`src/common/phy_status_map.svh`:
```
`ifndef PHY_STATUS_MAP_SVH
`define PHY_STATUS_MAP_SVH

// Register offsets on the management register port
`define PHY_STATUS_SUMMARY_OFS   5'h10
`define PHY_SPECIFIC_CONTROL_OFS 5'h11
`define MGMT_ADDR_W              5

// Status summary field positions
`define STS_JABBER_BIT   5
`define STS_AN_DONE_BIT  4
`define STS_LOOPBACK_BIT 3
`define STS_DUPLEX_BIT   2
`define STS_SPEED_BIT    1
`define STS_LINK_BIT     0

// Specific control field positions
`define CTL_PLL_DIS_BIT   15
`define CTL_PS_EN_BIT     14
`define CTL_PS_MODE_HI    13
`define CTL_PS_MODE_LO    12
`define CTL_SCR_BYP_BIT   11
`define CTL_RSVD10_BIT    10

// Control reset value and power-save mode encodings
`define CTL_RESET_VAL     6'h00
`define PS_MODE_NORMAL    2'h0
`define PS_MODE_RESERVED  2'h1
`define PS_MODE_ACTIVE    2'h2
`define PS_MODE_PASSIVE   2'h3

// Link pulse interval in active sleep
`define CLK_FREQ_HZ       50000000
`define NLP_INTERVAL_MS   1400
`define NLP_PERIOD_CYC    (`NLP_INTERVAL_MS * (`CLK_FREQ_HZ / 1000))
`define NLP_CNT_W         27

`endif

```
`src/rtl/nlp_interval_timer_fix_note_unused.sv`:
```
`timescale 1ns/10ps
`default_nettype none
`default_nettype wire

```
`src/common/phy_status_pkg.sv`:
```
`include "phy_status_map.svh"

package phy_status_pkg;

  // Live status levels from the PHY core
  typedef struct packed {
    logic jabber;
    logic an_done;
    logic loopback;
    logic full_duplex;
    logic speed_10;
    logic link_up;
  } core_status_t;

  // Stored bits 15:10 of the specific control register
  typedef struct packed {
    logic       pll_disable;
    logic       ps_enable;
    logic [1:0] ps_mode;
    logic       scr_bypass;
    logic       rsvd10;
  } ctrl_reg_t;

  typedef enum logic [2:0] {
    PWR_RUN     = 3'b001,
    PWR_ACTIVE  = 3'b010,
    PWR_PASSIVE = 3'b100
  } pwr_state_t;

  // Whole state of the register block
  typedef struct packed {
    pwr_state_t  state;
    ctrl_reg_t   ctrl;
    logic [15:0] rdata;
    logic        rvalid;
    logic        pll_off;
    logic        scr_bypass;
    logic        core_down;
  } ctl_state_t;

  // Whole state of the link pulse timer
  typedef struct packed {
    logic [`NLP_CNT_W-1:0] cnt;
    logic                  tick;
  } nlp_timer_t;

endpackage

```
`src/rtl/nlp_interval_timer.sv`:
```
`timescale 1ns/10ps
`default_nettype none
`include "phy_status_map.svh"

module nlp_interval_timer #(
  parameter logic [`NLP_CNT_W-1:0] PERIOD_CYC = `NLP_CNT_W'(`NLP_PERIOD_CYC)
) (
  input  wire logic ref_clk,
  input  wire logic sys_rst,
  input  wire logic run,
  output logic      tick
);

  phy_status_pkg::nlp_timer_t s_q;
  phy_status_pkg::nlp_timer_t s_d;

  // Count while running, pulse once per period, restart from zero when stopped
  always_comb begin
    s_d      = s_q;
    s_d.tick = 1'b0;
    if (!run) begin
      s_d.cnt = '0;
    end else if (s_q.cnt == PERIOD_CYC - 1'b1) begin
      s_d.cnt  = '0;
      s_d.tick = 1'b1;
    end else begin
      s_d.cnt = s_q.cnt + 1'b1;
    end
  end

  always_ff @(posedge ref_clk) begin
    if (sys_rst) begin
      s_q <= '0;
    end else begin
      s_q <= s_d;
    end
  end

  assign tick = s_q.tick;

endmodule

`default_nettype wire

```
`src/rtl/phy_status_and_power_control.sv`:
```
//
// Contract
// - Status bit 5 reports jabber, meaningful only at 10 Mbps.
// - Jabber bit mirrors basic mode status; reading the summary never clears it.
// - Status bit 4 is 1 once auto-negotiation completed, else 0.
// - Status bit 3 is 1 while loopback is enabled, else 0.
// - Status bit 2 is 1 for full duplex, 0 for half duplex.
// - Status bit 1 is 1 for 10 Mbps, 0 for 100 Mbps.
// - Status bit 0 is 1 with a valid link at either speed.
// - Link bit mirrors basic mode status; reading the summary never clears it.
// - Control bit 15 disables clocks, honoured only in IEEE power-down.
// - Power-save mode field acts only while control bit 14 is set.
// - Mode field 13:12: 00 normal, 01 reserved, 10 active sleep.
// - Active sleep: core down, link pulse every 1.4 s, wake on partner.
// - Passive sleep: core down, no link pulses, wake on partner.
//
`timescale 1ns/10ps
`default_nettype none
`include "phy_status_map.svh"

module phy_status_and_power_control #(
  parameter logic [`NLP_CNT_W-1:0] NLP_PERIOD_CYC = `NLP_CNT_W'(`NLP_PERIOD_CYC)
) (
  input  wire logic                        ref_clk,
  input  wire logic                        sys_rst,
  // Management register port
  input  wire logic [`MGMT_ADDR_W-1:0]     mgmt_addr,
  input  wire logic                        mgmt_wr,
  input  wire logic                        mgmt_rd,
  input  wire logic [15:0]                 mgmt_wdata,
  output logic      [15:0]                 mgmt_rdata,
  output logic                             mgmt_rvalid,
  // Live levels from the PHY core
  input  wire phy_status_pkg::core_status_t core_sts,
  input  wire logic                        ieee_power_down,
  input  wire logic                        energy_detect,
  // Controls toward the PHY core
  output logic                             pll_off,
  output logic                             scrambler_bypass,
  output logic                             core_power_down,
  output logic                             nlp_send,
  output phy_status_pkg::pwr_state_t       power_state
);

  phy_status_pkg::ctl_state_t s_q;
  phy_status_pkg::ctl_state_t s_d;
  logic [15:0]                sts_word;
  logic [15:0]                ctl_word;
  logic                       sleep_active_req;
  logic                       sleep_passive_req;
  logic                       nlp_tick;
  logic                       nlp_q;

  // Status summary word, built from live levels so a read never clears a bit
  always_comb begin
    sts_word                    = 16'h0000;
    sts_word[`STS_JABBER_BIT]   = core_sts.jabber & core_sts.speed_10;
    sts_word[`STS_AN_DONE_BIT]  = core_sts.an_done;
    sts_word[`STS_LOOPBACK_BIT] = core_sts.loopback;
    sts_word[`STS_DUPLEX_BIT]   = core_sts.full_duplex;
    sts_word[`STS_SPEED_BIT]    = core_sts.speed_10;
    sts_word[`STS_LINK_BIT]     = core_sts.link_up;
  end

  // Control word as seen on readback; bits below 10 belong elsewhere and read zero
  always_comb begin
    ctl_word                                   = 16'h0000;
    ctl_word[`CTL_PLL_DIS_BIT]                 = s_q.ctrl.pll_disable;
    ctl_word[`CTL_PS_EN_BIT]                   = s_q.ctrl.ps_enable;
    ctl_word[`CTL_PS_MODE_HI:`CTL_PS_MODE_LO]  = s_q.ctrl.ps_mode;
    ctl_word[`CTL_SCR_BYP_BIT]                 = s_q.ctrl.scr_bypass;
    ctl_word[`CTL_RSVD10_BIT]                  = s_q.ctrl.rsvd10;
  end

  // Sleep is requested only with the enable set and a sleep code selected
  assign sleep_active_req  = s_q.ctrl.ps_enable && (s_q.ctrl.ps_mode == `PS_MODE_ACTIVE);
  assign sleep_passive_req = s_q.ctrl.ps_enable && (s_q.ctrl.ps_mode == `PS_MODE_PASSIVE);

  // Next state: register writes, readback, power-save sequencing, output controls
  always_comb begin
    s_d        = s_q;
    s_d.rvalid = 1'b0;

    // Register write to the specific control register
    if (mgmt_wr && (mgmt_addr == `PHY_SPECIFIC_CONTROL_OFS)) begin
      s_d.ctrl.pll_disable = mgmt_wdata[`CTL_PLL_DIS_BIT];
      s_d.ctrl.ps_enable   = mgmt_wdata[`CTL_PS_EN_BIT];
      s_d.ctrl.ps_mode     = mgmt_wdata[`CTL_PS_MODE_HI:`CTL_PS_MODE_LO];
      s_d.ctrl.scr_bypass  = mgmt_wdata[`CTL_SCR_BYP_BIT];
      s_d.ctrl.rsvd10      = mgmt_wdata[`CTL_RSVD10_BIT];
    end

    // Register read; unmapped offsets return zero
    if (mgmt_rd) begin
      s_d.rvalid = 1'b1;
      case (mgmt_addr)
        `PHY_STATUS_SUMMARY_OFS:   s_d.rdata = sts_word;
        `PHY_SPECIFIC_CONTROL_OFS: s_d.rdata = ctl_word;
        default:                   s_d.rdata = 16'h0000;
      endcase
    end

    // Power-save sequencing; a detected partner always wakes the core
    case (s_q.state)
      phy_status_pkg::PWR_RUN: begin
        if (sleep_active_req && !energy_detect) begin
          s_d.state = phy_status_pkg::PWR_ACTIVE;
        end else if (sleep_passive_req && !energy_detect) begin
          s_d.state = phy_status_pkg::PWR_PASSIVE;
        end
      end
      phy_status_pkg::PWR_ACTIVE: begin
        if (energy_detect || !sleep_active_req) begin
          s_d.state = phy_status_pkg::PWR_RUN;
        end
      end
      phy_status_pkg::PWR_PASSIVE: begin
        if (energy_detect || !sleep_passive_req) begin
          s_d.state = phy_status_pkg::PWR_RUN;
        end
      end
      default: begin
        s_d.state = phy_status_pkg::PWR_RUN;
      end
    endcase

    // Core stays powered in normal and reserved modes
    s_d.core_down  = (s_d.state != phy_status_pkg::PWR_RUN);
    // Clock shutdown obeyed only while in IEEE power-down
    s_d.pll_off    = s_d.ctrl.pll_disable && ieee_power_down;
    s_d.scr_bypass = s_d.ctrl.scr_bypass;
  end

  always_ff @(posedge ref_clk) begin
    if (sys_rst) begin
      s_q.state   <= phy_status_pkg::PWR_RUN;
      s_q.ctrl    <= `CTL_RESET_VAL;
      s_q.rdata   <= 16'h0000;
      s_q.rvalid  <= 1'b0;
      s_q.pll_off <= 1'b0;
      s_q.scr_bypass <= 1'b0;
      s_q.core_down  <= 1'b0;
    end else begin
      s_q <= s_d;
    end
  end

  // Link pulse cadence runs only in active sleep, none in passive sleep
  nlp_interval_timer #(
    .PERIOD_CYC (NLP_PERIOD_CYC)
  ) u_nlp_timer (
    .ref_clk (ref_clk),
    .sys_rst (sys_rst),
    .run     (s_q.state == phy_status_pkg::PWR_ACTIVE),
    .tick    (nlp_tick)
  );

  // Retime the pulse so the output comes straight from a flip-flop
  always_ff @(posedge ref_clk) begin
    if (sys_rst) begin
      nlp_q <= 1'b0;
    end else begin
      // Gate on the state being entered so no pulse escapes on the wake-up edge
      nlp_q <= nlp_tick && (s_d.state == phy_status_pkg::PWR_ACTIVE);
    end
  end

  assign mgmt_rdata       = s_q.rdata;
  assign mgmt_rvalid      = s_q.rvalid;
  assign pll_off          = s_q.pll_off;
  assign scrambler_bypass = s_q.scr_bypass;
  assign core_power_down  = s_q.core_down;
  assign power_state      = s_q.state;
  assign nlp_send         = nlp_q;

endmodule

`default_nettype wire

```
`config.mk`:
```
export PLATFORM = sky130hd
export DESIGN_NAME = phy_status_and_power_control
export DESIGN_NICKNAME = d
export VERILOG_FILES = /design/src/rtl/nlp_interval_timer_fix_note_unused.sv /design/src/common/phy_status_pkg.sv /design/src/rtl/nlp_interval_timer.sv /design/src/rtl/phy_status_and_power_control.sv
export VERILOG_INCLUDE_DIRS = /design/src /design/src/common
export SDC_FILE = /design/constraint.sdc
export NUM_CORES = 1
export LEC_CHECK = 0
export BUFFER_PORTS_ARGS = -buffer_cell sky130_fd_sc_hd__buf_4
export CAP_MARGIN = 20
export CORE_MARGIN = 4
export CORE_UTILIZATION = 40
export CTS_BUF_LIST = sky130_fd_sc_hd__clkbuf_2
export CTS_CLUSTER_DIAMETER = 120
export DETAILED_ROUTE_END_ITERATION = 8
export GPL_TIMING_DRIVEN = 0
export PLACE_DENSITY_LB_ADDON = 0.12
export SLEW_MARGIN = 5
export SYNTH_ARGS = -nofsm -noshare
export SYNTH_HDL_FRONTEND = slang
export SYNTH_SLANG_ARGS = --single-unit
```
`constraint.sdc`:
```
create_clock -name ref_clk -period 2.54 [get_ports ref_clk]
set_clock_uncertainty 0.15 [all_clocks]
set_input_delay 0.254 -clock ref_clk [delete_from_list [all_inputs] [get_ports ref_clk]]
set_output_delay 0.254 -clock ref_clk [all_outputs]
set_load 0.005 [all_outputs]
```
After elaboration in Yosys (flattened, before gate mapping) --
Cells that the tools add are included.
Operators by class: reduce and logical (&&, ||, !) cells 14, $add $sub $neg 1, muxes and demuxes 9, equality and inequality tests 10, bitwise logic cells 2
Operators with widths (count):
- 16-bit case mux with 2 select lines | 1
- 27-bit by 1-bit adder with 27-bit output, second input constant | 1
- 27-bit equality test, second input constant | 1
- 3-bit two-way mux | 4
- 5-bit equality test, second input constant | 2
- 3-bit case mux with 3 select lines | 1
- 1-bit logical AND | 7
- 3-bit by 2-bit equality test with 1-bit output, second input constant | 2
- 6-bit two-way mux | 1
- 2-bit equality test, second input constant | 2
- 3-bit by 1-bit equality test with 1-bit output, second input constant | 1
- 3-bit equality test, second input constant | 1
- 1-bit logical NOT | 3
- 3-bit by 1-bit inequality test with 1-bit output, second input constant | 1
- 3-bit OR reduction | 1
- 1-bit logical OR | 2
- 1-bit two-way mux | 2
- 2-bit OR reduction | 1
- 1-bit AND | 1
- 1-bit NOT | 1
Word-level totals: flip-flop bits (word level) 57, logic and storage cells 49

Logic depth before layout (Yosys ltp) --
Gate-level depths: netlist of the first run.
depth after elaboration 8, mapped depth 6, depth with buffers taken out 5

Hierarchy --
Synthesis of the first run repeated with hierarchy kept, for this count alone.
Second synthesis, totals: cell total of the unflattened synthesis 272, area, all modules 2560.0 um2
By module, submodules not included:
- nlp_interval_timer | cells each 158, area an instance 1447.6 um2, sequential area each 560.5 um2, instances 1
- phy_status_and_power_control | cells each 114, area an instance 1112.3 um2, sequential area each 500.5 um2, instances 1

Worst setup path before layout of the first run --
No wires, ideal clock.
path kind register -> register, from reg u_nlp_timer.s_q[1] in the netlist's numbering, to reg u_nlp_timer.s_q[21] in the netlist's numbering, path buffers 1, path slack 0.407 ns, library setup time 0.071 ns, data arrival time 1.912 ns, required time 2.319 ns, cell stages (with the launch flop) 7, path through dfxtp_1 > ha_1 > nand2_1 > or4_1 > buf_2 > or4_1 > a21oi_1
Between the ends: cells in the longest elaborated chain, start to end 2, elaborated cells between the ends (all ways) 3
Ends and longest elaborated chain:
- start, declared | line nlp_interval_timer.sv:14 | phy_status_pkg::nlp_timer_t s_q;
- start signal, assigned | line nlp_interval_timer.sv:33 | s_q <= '0;
- start signal, assigned | line nlp_interval_timer.sv:35 | s_q <= s_d;
- branches (longest 2 deep; another with 27-bit by 1-bit adder with 27-bit output)
Parallel ways; which one is timed is not known. A chain may end at the register's enable or synchronous reset.

Worst setup path in the final report of the first run --
Ends and elaborated chain as after synthesis.

==> run summary, run 1 <==
Pre-antenna DRT Iters -> 4
num rows -> 26
Initial Util -> 0.425
actual slew at the worst max-slew pin -> 556 ps
GP Congestion -> 0.801
largest net degree at the start of global routing -> 16
Main synth FF type -> dfxtp_1
cell area after synthesis -> 0.00223 mm2
Final min period -> 2290 ps
Max Slew Vio Count -> 0
CTS Buffer Depth -> 2
RSZ-0062 raised after global routing -> false
Rel. slew slack -> 0.626
pwr/cell area -> 426 mW/mm2
Yosys cell types -> 37
H-tree Lvls -> 2
Sequential Power Share -> 0.689
leakage -> 1.00 nW
I/O Buffers -> 42
Comb pwr share -> 0.059
Switching Fraction -> 0.225
grt total ovfl -> 0
Tot GR Track Use -> 0.157
async set-reset flop share out of synthesis -> 0
Peak Freq -> 436 MHz
Clock power frac -> 0.252
clock sink count -> 53
Fin Hold WS -> 247 ps
cts bufs inserted -> 5
CP Class -> flip-flop to flip-flop
fraction of layout cells with a size suffix above 1 -> 0.191
Max-Cap Viols -> 0
die span in x -> 82.6 um
Post-Syn Area per Cell -> 8.74 um2
CP Data Required Time -> 2780 ps
Yosys reg bits -> 53
routed length per instance -> 12.6 um
Cell Int Power -> 0.943 mW
post-CTS setup buffers -> 0
Worst-path clk slew -> 260 ps
VDD IR-drop max -> 232 uV
CP Capture Type -> flip-flop
CP peak stage delay -> 590 ps
I/O pin total -> 57
Worst-Skew Late Latency -> 420 ps
CP most frequent cell -> or4_1
ANT nets after route -> 0
most frequent cells in the layout -> dfxtp_1 (53), buf_4 (46), nor2_1 (38), a21oi_1 (26), dlygate4sd3_1 (17)
drt initial violations -> 59
nets@finish -> 358
Antenna Cells -> 0
final setup TNS -> 0 ps
die height -> 82.6 um
CTS tree -> built
DPL Wire Length -> 3.52 mm
routed wire length -> 4.96 mm
die area -> 0.00683 mm2
fin crit share -> 0.903
DRC viols -> 0
CP max stage cell -> or4_1
commonest non-fill, non-tap cell in the layout -> dfxtp_1
CTS root buffer -> clkbuf_2
critical path peak fanout -> 10
number of enable flip-flop cells after synthesis -> 0
Switching Power -> 0.273 mW
status -> finished clean
YS warnings -> 0
Worst Hold Class -> input pin to flip-flop
Area Growth Syn to Fin -> 28.1%
Via density -> 4.96
Seq/Total Area, Yosys -> 0.476
vias in the first global route -> 1,840
initial antenna violation count -> 0
Critical Path AT -> 2530 ps
setup violators final -> 0
total number of vias -> 1,956
core area -> 0.00524 mm2
first-pass GRT wire length -> 8.31 mm
synthesized netlist cell count -> 255
Hold Vio Cnt, Final -> 0
startpoint types -> flip-flop
cells along the critical path -> ha_1 -> nand2_2 -> or4_1 -> buf_2 -> or4_1 -> a21oi_1
[flip-flops by register name, summed over array words and instances (netlist names)]
name	count
power_state	3
u_nlp_timer.tick	1
pll_off	1
core_power_down	1
scrambler_bypass	1
ctl_word	5
nlp_send	1
mgmt_rdata	12
mgmt_rvalid	1
u_nlp_timer.s_q	27
[power groups by stage]
stage | Combinational [mW] | Sequential [mW] | Clock [mW]
global route | 0.0776 | 0.839 | 0.354
global placement | 0.0510 | 0.853 | 0
floorplan | 0.0170 | 0.853 | 0
finish | 0.0718 | 0.837 | 0.307
detailed placement | 0.0514 | 0.853 | 0
CTS | 0.0713 | 0.838 | 0.326
[Yosys cell counts, drive strengths merged, types with 3 or more instances]
library cell / count / area share
clkbuf: 9 / 0.015
nor3: 4 / 0.0090
inv: 3 / 0.0051
nand2: 11 / 0.019
o21ai: 7 / 0.016
o31ai: 5 / 0.017
or3: 6 / 0.017
a21oi: 26 / 0.058
dfxtp: 53 / 0.48
nor2b: 12 / 0.034
and3: 4 / 0.011
or4: 8 / 0.027
nand4: 4 / 0.011
nand3: 12 / 0.029
nor4b: 4 / 0.016
xnor2: 13 / 0.051
nor2: 38 / 0.064
buf: 7 / 0.020
nor4: 6 / 0.017
mux2i: 6 / 0.027
[routing by layer]
layer	GRT usage	routed length [um]	vias to the layer above
met2	0.256	2200	44
met3	0.0390	323	8
met1	0.202	2370	887
met4	0.0523	72	0
li1	-	-	1017
met5	0	0	-
[layout make-up]
class	instances	area, um2
Multi-Input combinational cell	186	1090
Clock inverter	2	11.3
Tap cell	70	87.6
Fill cell	514	2380
Inverter	3	11.3
Buffer	16	80.1
Timing Repair Buffer	59	485
Clock buffer	5	25.0
Sequential cell	53	1060
[final timing paths]
path	from	endpoint	slack (ps)	cells past startpoint
max	u_nlp_timer.s_q[1]$_SDFF_PP0_	u_nlp_timer.s_q[21]$_SDFF_PP0_	250	6
min	mgmt_addr[0]	mgmt_rdata[5]$_SDFFE_PP0P_	250	5
max reg2reg	u_nlp_timer.s_q[1]$_SDFF_PP0_	u_nlp_timer.s_q[21]$_SDFF_PP0_	250	6
min reg2reg	u_nlp_timer.tick$_SDFF_PP0_	nlp_send$_SDFF_PP0_	320	1
[repair_timing]
item,in CTS,in global routing
hold buffers,17,0
hold endpoints to repair,21,0
setup endpoints to repair,0,20
resized for setup,0,4
[cell families after synthesis]
kind of cell | after synthesis | synth area share
AO/OA/AOI/OAI | 39 | 0.0949
XOR/XNOR | 15 | 0.0590
adder cells (fa/ha/maj) | 1 | 0.00561
buffers and inverters | 19 | 0.0399
flip-flops | 53 | 0.476
multiplexers | 6 | 0.0270
other | 1 | 0.00168
AND/OR/NAND/NOR | 121 | 0.296
[worst max-delay path, delay by kind of cell (launching register included)]
family,cells,cell delay (ps)
AND/OR/NAND/NOR,3,1130
flip-flops,1,420
adder cells (fa/ha/maj),1,230
buffers and inverters,1,200
AO/OA/AOI/OAI,1,150
[stage by stage]
stage          setup WS, ps  total power [mW]  instance area, um2   util  cells
4_1_cts                 156              1.23                2850  0.544    394
6_report                245              1.22                2850  0.545    394
3_5_place_dp            166             0.904                2640  0.505    370
3_3_place_gp            207             0.904                2640  0.505    370
5_1_grt                54.9              1.27                2850  0.545    394
2_1_floorplan           407             0.870                2240      -    258
Power figures use the tool's default switching activity.
==> run 2, diff against run 1 <==
--- a/config.mk
+++ b/config.mk
@@ -8,8 +8,9 @@
 export LEC_CHECK = 0
 export BUFFER_PORTS_ARGS = -buffer_cell sky130_fd_sc_hd__buf_4
 export CAP_MARGIN = 20
+export CORE_ASPECT_RATIO = 1.75
 export CORE_MARGIN = 4
-export CORE_UTILIZATION = 40
+export CORE_UTILIZATION = 54
 export CTS_BUF_LIST = sky130_fd_sc_hd__clkbuf_2
 export CTS_CLUSTER_DIAMETER = 120
 export DETAILED_ROUTE_END_ITERATION = 8
==> run 2 against run 1 <==
Compared with the run above:
- clock power rose by 7.5%
- maximum frequency fell by 0.37%
- combinational power fell by 0.7%
==> run summary, run 2 (synthesized netlist as in run 1, its figures left out) <==
Filler cells -> 321 (was 514)
max reg flops -> 27 (unchanged)
RSZ-0062 raised after global routing -> false (unchanged)
Via density -> 5.31 (was 4.96)
critical path depth in cells -> 6 (unchanged)
worst reg2reg endpoint -> u_nlp_timer.s_q[21]$_SDFF_PP0_ (unchanged)
pwr/cell area -> 438 mW/mm2 (was 426 mW/mm2)
CTS tree -> built (unchanged)
startpoint types -> flip-flop (unchanged)
first-pass GRT wire length -> 8.31 mm (about the same)
Largest Register -> u_nlp_timer.s_q (unchanged)
GP Congestion -> 0.810 (was 0.801)
H-tree Lvls -> 2 (unchanged)
CP peak stage delay -> 580 ps (was 590 ps)
cts bufs inserted -> 5 (unchanged)
Worst-path clk slew -> 260 ps (about the same)
die area -> 0.00526 mm2 (was 0.00683 mm2)
CTS root buffer -> clkbuf_2 (unchanged)
core area -> 0.00394 mm2 (was 0.00524 mm2)
fin crit share -> 0.907 (was 0.903)
DPL Wire Length -> 3.50 mm (was 3.52 mm)
Worst Setup EP -> u_nlp_timer.s_q[21]$_SDFF_PP0_ (unchanged)
CP Data Required Time -> 2790 ps (was 2780 ps)
Sequential Power Share -> 0.676 (was 0.689)
Cell Int Power -> 0.955 mW (was 0.943 mW)
Register Area -> 0.00106 mm2 (unchanged)
Worst-Skew Late Latency -> 430 ps (was 420 ps)
Area Growth Syn to Fin -> 27.0% (was 28.1%)
ANT nets after route -> 0 (unchanged)
actual slew at the worst max-slew pin -> 504 ps (was 556 ps)
Clock power frac -> 0.267 (was 0.252)
CTS Buffer Depth -> 2 (unchanged)
vias in the first global route -> 1,929 (was 1,840)
Tot GR Track Use -> 0.195 (was 0.157)
cells along the critical path -> ha_1 -> nand2_2 -> or4_1 -> buf_2 -> or4_1 -> a21oi_1 (unchanged)
leakage -> 0.994 nW (was 1.00 nW)
initial antenna violation count -> 0 (unchanged)
Comb pwr share -> 0.058 (was 0.059)
CP Buf/Inv Count -> 1 (unchanged)
nets@finish -> 357 (was 358)
Final Cell Area -> 0.00283 mm2 (was 0.00285 mm2)
Fin Hold WS -> 265 ps (was 247 ps)
most frequent cells in the layout -> dfxtp_1 (53), buf_4 (46), nor2_1 (38), a21oi_1 (26), dlygate4sd3_1 (16) (was dfxtp_1 (53), buf_4 (46), nor2_1 (38), a21oi_1 (26), dlygate4sd3_1 (17))
Rel. slew slack -> 0.661 (was 0.626)
I/O pin total -> 57 (unchanged)
Crit. Startpoint -> u_nlp_timer.s_q[1]$_SDFF_PP0_ (unchanged)
Critical Path AT -> 2550 ps (was 2530 ps)
die span in x -> 56.6 um (was 82.6 um)
clock sink count -> 53 (unchanged)
status -> finished clean (unchanged)
reg2reg path depth -> 6 (unchanged)
die height -> 93.0 um (was 82.6 um)
CP max stage cell -> or4_1 (unchanged)
Final min period -> 2300 ps (was 2290 ps)
Switching Power -> 0.285 mW (was 0.273 mW)
fraction of layout cells with a size suffix above 1 -> 0.198 (was 0.191)
Peak Freq -> 434 MHz (was 436 MHz)
Switching Fraction -> 0.230 (was 0.225)
num rows -> 30 (was 26)
CP Capture Type -> flip-flop (unchanged)
Worst Hold Class -> input pin to flip-flop (unchanged)
total number of vias -> 1,976 (was 1,956)
Area after DPL -> 0.00262 mm2 (was 0.00264 mm2)
CP Class -> flip-flop to flip-flop (unchanged)
Antenna Cells -> 0 (unchanged)
final setup TNS -> 0 ps (unchanged)
Max Slew Vio Count -> 0 (unchanged)
routed length per instance -> 13.1 um (was 12.6 um)
CP most frequent cell -> or4_1 (unchanged)
Max-Cap Viols -> 0 (unchanged)
drt initial violations -> 77 (was 59)
setup violators final -> 0 (unchanged)
Pre-antenna DRT Iters -> 4 (unchanged)
Reg2Reg Setup Slack -> 240 ps (was 250 ps)
Initial Util -> 0.565 (was 0.425)
grt total ovfl -> 0 (unchanged)
crit-path leading delay family -> simple AND/OR/NAND/NOR gates (unchanged)
VDD IR-drop max -> 369 uV (was 232 uV)
reg2reg start -> u_nlp_timer.s_q[1]$_SDFF_PP0_ (unchanged)
Hold Vio Cnt, Final -> 0 (unchanged)
I/O Buffers -> 42 (unchanged)
multi-input gate area in the final layout -> 0.00110 mm2 (was 0.00109 mm2)
DRC viols -> 0 (unchanged)
critical path peak fanout -> 10 (unchanged)
routed wire length -> 4.88 mm (was 4.96 mm)
largest net degree at the start of global routing -> 17 (was 16)
commonest non-fill, non-tap cell in the layout -> dfxtp_1 (unchanged)
## run 2: changes by cell type in the layout (fill, tap and decap cells not counted)
cell,delta
clkinvlp_4,+1
dlygate4sd3_1,-1
clkinv_1,-1
nor4_2,+1
clkbuf_1,+1
nor4_1,-1
## run 2: what timing repair did
item	CTS	global route
endpoints found under the setup margin	0	20
buffers inserted	0	0
hold buffers	16	0
gates resized for setup	0	3
endpoints found under the hold margin	22	0
## run 2: worst min path at each step
stage | from | endpoint | slack, ps | cells after the start
2_1_floorplan | core_sts[0] | mgmt_rdata[0]$_SDFFE_PP0P_ | 240 | 2
3_3_place_gp | u_nlp_timer.tick$_SDFF_PP0_ | nlp_send$_SDFF_PP0_ | 260 | 1
3_5_place_dp | u_nlp_timer.tick$_SDFF_PP0_ | nlp_send$_SDFF_PP0_ | 260 | 1
4_1_cts | mgmt_addr[0] | mgmt_rdata[5]$_SDFFE_PP0P_ | 260 | 5
5_1_grt | mgmt_addr[0] | mgmt_rdata[5]$_SDFFE_PP0P_ | 260 | 5
6_report | mgmt_addr[0] | mgmt_rdata[5]$_SDFFE_PP0P_ | 260 | 5
## run 2: area by class of cell
type / count / area share
Buffer: 16 / 0.0279
Clock buffer: 6 / 0.0106
Clock inverter: 2 / 0.00531
Inverter: 3 / 0.00398
Multi-Input combinational cell: 186 / 0.388
Sequential cell: 53 / 0.375
Tap cell: 48 / 0.0212
Timing Repair Buffer: 58 / 0.168
## run 2: per-stage QoR
stage          total power, mW  instances   util  setup slack [ps]
2_1_floorplan            0.870        258      -               407
6_report                  1.24        372  0.718               237
4_1_cts                   1.25        372  0.716              60.5
3_5_place_dp             0.903        348  0.663              67.8
3_3_place_gp             0.902        348  0.663               126
5_1_grt                   1.29        372  0.718              50.4
## run 2: routing by layer
metal / wire (um) / vias to the layer above / track usage
li1: - / 1019 / -
met1: 1980 / 905 / 0.214
met2: 2560 / 46 / 0.358
met3: 259 / 6 / 0.0387
met4: 74 / 0 / 0.0752
met5: 0 / - / 0
## run 2: tightest hold or removal path, stage by stage
cell	delay, ps
buf_4	90
and3b_1	170
clkbuf_1	160
nand3_1	120
a21oi_1	60
## run 2: power by group through the flow
stage,Combinational (mW),Sequential [mW],Clock (mW)
floorplan,0.0170,0.853,0
global route,0.0771,0.839,0.373
global placement,0.0499,0.853,0
CTS,0.0704,0.838,0.342
finish,0.0713,0.838,0.330
detailed placement,0.0506,0.853,0
==> run 3, diff against run 2 <==
--- a/config.mk
+++ b/config.mk
@@ -6,7 +6,7 @@
 export SDC_FILE = /design/constraint.sdc
 export NUM_CORES = 1
 export LEC_CHECK = 0
-export BUFFER_PORTS_ARGS = -buffer_cell sky130_fd_sc_hd__buf_4
+export BUFFER_PORTS_ARGS = -buffer_cell sky130_fd_sc_hd__buf_2
 export CAP_MARGIN = 20
 export CORE_ASPECT_RATIO = 1.75
 export CORE_MARGIN = 4
==> run 3 against run 2 <==
Compared with the run above:
- sequential power about the same
- sequential cell count unchanged
- worst setup slack got worse by 64 ps
- utilization decreased by 2.9 points
- global-route usage decreased by 0.19 points
- wire length decreased by 2.6%
- non-clock buffer count unchanged
- critical path type unchanged
==> run summary, run 3 (synthesized netlist as in run 1, its figures left out) <==
Via density -> 5.37 (was 5.31)
critical path peak fanout -> 10 (unchanged)
CTS Buffer Depth -> 2 (unchanged)
status -> finished clean (unchanged)
initial antenna violation count -> 0 (unchanged)
multi-input gate area in the final layout -> 0.00109 mm2 (was 0.00110 mm2)
vias in the first global route -> 1,937 (was 1,929)
Worst-Skew Late Latency -> 420 ps (was 430 ps)
Power Total -> 1.21 mW (was 1.24 mW)
die area -> 0.00526 mm2 (unchanged)
Max-Cap Viols -> 0 (unchanged)
I/O Buffers -> 42 (unchanged)
Hold Vio Cnt, Final -> 0 (unchanged)
Register Area -> 0.00106 mm2 (unchanged)
CP Data Required Time -> 2760 ps (was 2790 ps)
CTS tree -> built (unchanged)
Max Slew Vio Count -> 0 (unchanged)
commonest non-fill, non-tap cell in the layout -> dfxtp_1 (unchanged)
clock sink count -> 53 (unchanged)
Antenna Cells -> 0 (unchanged)
most frequent cells in the layout -> dfxtp_1 (53), buf_2 (44), nor2_1 (38), a21oi_1 (26), dlygate4sd3_1 (16) (was dfxtp_1 (53), buf_4 (46), nor2_1 (38), a21oi_1 (26), dlygate4sd3_1 (16))
Largest Register -> u_nlp_timer.s_q (unchanged)
total number of vias -> 1,999 (was 1,976)
largest net degree at the start of global routing -> 17 (unchanged)
startpoint types -> flip-flop (unchanged)
Worst Hold Class -> flip-flop to flip-flop (was input pin to flip-flop)
Tot GR Track Use -> 0.193 (was 0.195)
H-tree Lvls -> 2 (unchanged)
grt total ovfl -> 0 (unchanged)
die height -> 93.0 um (unchanged)
Filler cells -> 341 (was 321)
post-CTS setup buffers -> 0 (unchanged)
Final Cell Area -> 0.00272 mm2 (was 0.00283 mm2)
die span in x -> 56.6 um (unchanged)
ANT nets after route -> 0 (unchanged)
routed wire length -> 4.75 mm (was 4.88 mm)
first-pass GRT wire length -> 8.13 mm (was 8.31 mm)
final setup TNS -> 0 ps (unchanged)
DRC viols -> 0 (unchanged)
post-route insts no fill -> 372 (unchanged)
placed insts -> 348 (unchanged)
Area after DPL -> 0.00251 mm2 (was 0.00262 mm2)
max reg flops -> 27 (unchanged)
CP Capture Type -> flip-flop (unchanged)
RSZ-0062 raised after global routing -> false (unchanged)
fin crit share -> 0.932 (was 0.907)
VDD IR-drop max -> 349 uV (was 369 uV)
nets@finish -> 357 (unchanged)
core area -> 0.00394 mm2 (unchanged)
pre-CTS setup slack -> 30.0 ps (was 67.8 ps)
fraction of layout cells with a size suffix above 1 -> 0.194 (was 0.198)
CP Class -> flip-flop to flip-flop (unchanged)
I/O pin total -> 57 (unchanged)
cts bufs inserted -> 5 (unchanged)
Critical Path AT -> 2590 ps (was 2550 ps)
Pre-antenna DRT Iters -> 4 (unchanged)
Worst-path clk slew -> 250 ps (was 260 ps)
setup violators final -> 0 (unchanged)
Final min period -> 2370 ps (was 2300 ps)
fin worst setup slack -> 173 ps (was 237 ps)
Area Growth Syn to Fin -> 22.0% (was 27.0%)
num rows -> 30 (unchanged)
leakage -> 0.974 nW (was 0.994 nW)
drt initial violations -> 44 (was 77)
routed length per instance -> 12.8 um (was 13.1 um)
Peak Freq -> 422 MHz (was 434 MHz)
Initial Util -> 0.565 (unchanged)
Hold Path Stages -> 1 (was 5)
GP Congestion -> 0.802 (was 0.810)
CTS root buffer -> clkbuf_2 (unchanged)
DPL Wire Length -> 3.43 mm (was 3.50 mm)
pwr/cell area -> 446 mW/mm2 (was 438 mW/mm2)
reg2reg path depth -> 6 (unchanged)
run 3: cell counts in the layout (fill, tap and decap cells not counted):
Identical to the previous run, type by type.
run 3: timing repair:
item | 4_1_cts | 5_1_grt
setup endpoints to repair | 0 | 20
hold buffers | 16 | 0
gates resized for setup | 0 | 3
endpoints found under the hold margin | 20 | 0
run 3: path summary, 6_finish.rpt:
kind                            startpoint                        endpoint  slack, ps
max          u_nlp_timer.s_q[1]$_SDFF_PP0_  u_nlp_timer.s_q[21]$_SDFF_PP0_        170
min            u_nlp_timer.tick$_SDFF_PP0_             nlp_send$_SDFF_PP0_        290
max reg2reg  u_nlp_timer.s_q[1]$_SDFF_PP0_  u_nlp_timer.s_q[21]$_SDFF_PP0_        170
min reg2reg    u_nlp_timer.tick$_SDFF_PP0_             nlp_send$_SDFF_PP0_        290
run 3: layout make-up:
class,instances,share of cell area
Multi-Input combinational cell,186,0.401
Sequential cell,53,0.390
Timing Repair Buffer,58,0.136
Buffer,16,0.0295
Tap cell,48,0.0221
Clock buffer,6,0.0110
Clock inverter,2,0.00552
Inverter,3,0.00414
run 3: layer usage:
| metal | vias up | global-route usage | share of wire |
|---|---|---|---|
| met4 | 0 | 0.0891 | 0.021 |
| met5 | - | 0 | 0 |
| met2 | 40 | 0.372 | 0.55 |
| met3 | 10 | 0.0428 | 0.048 |
| met1 | 928 | 0.187 | 0.38 |
| li1 | 1021 | - | - |
run 3: metrics by stage:
step,util,hold slack (ps)
2_1_floorplan,-,243
3_3_place_gp,0.637,264
3_5_place_dp,0.637,261
4_1_cts,0.689,268
5_1_grt,0.690,276
6_report,0.690,287
run 3: worst max-delay path, cell delays in order, from the launching register on:
cell and delay (ps):
dfxtp_1 410, ha_1 210, nand2_1 210, or4_1 610
buf_2 200, or4_1 400, a21oi_1 140
run 3: report_power, final:
part           internal (mW)  total [mW]  leakage, nW  switching [mW]
registers              0.836       0.837        0.427        0.000887
clock network         0.0710       0.317       0.0252           0.246
logic                 0.0362      0.0581        0.522          0.0219
total                  0.943        1.21        0.974           0.269
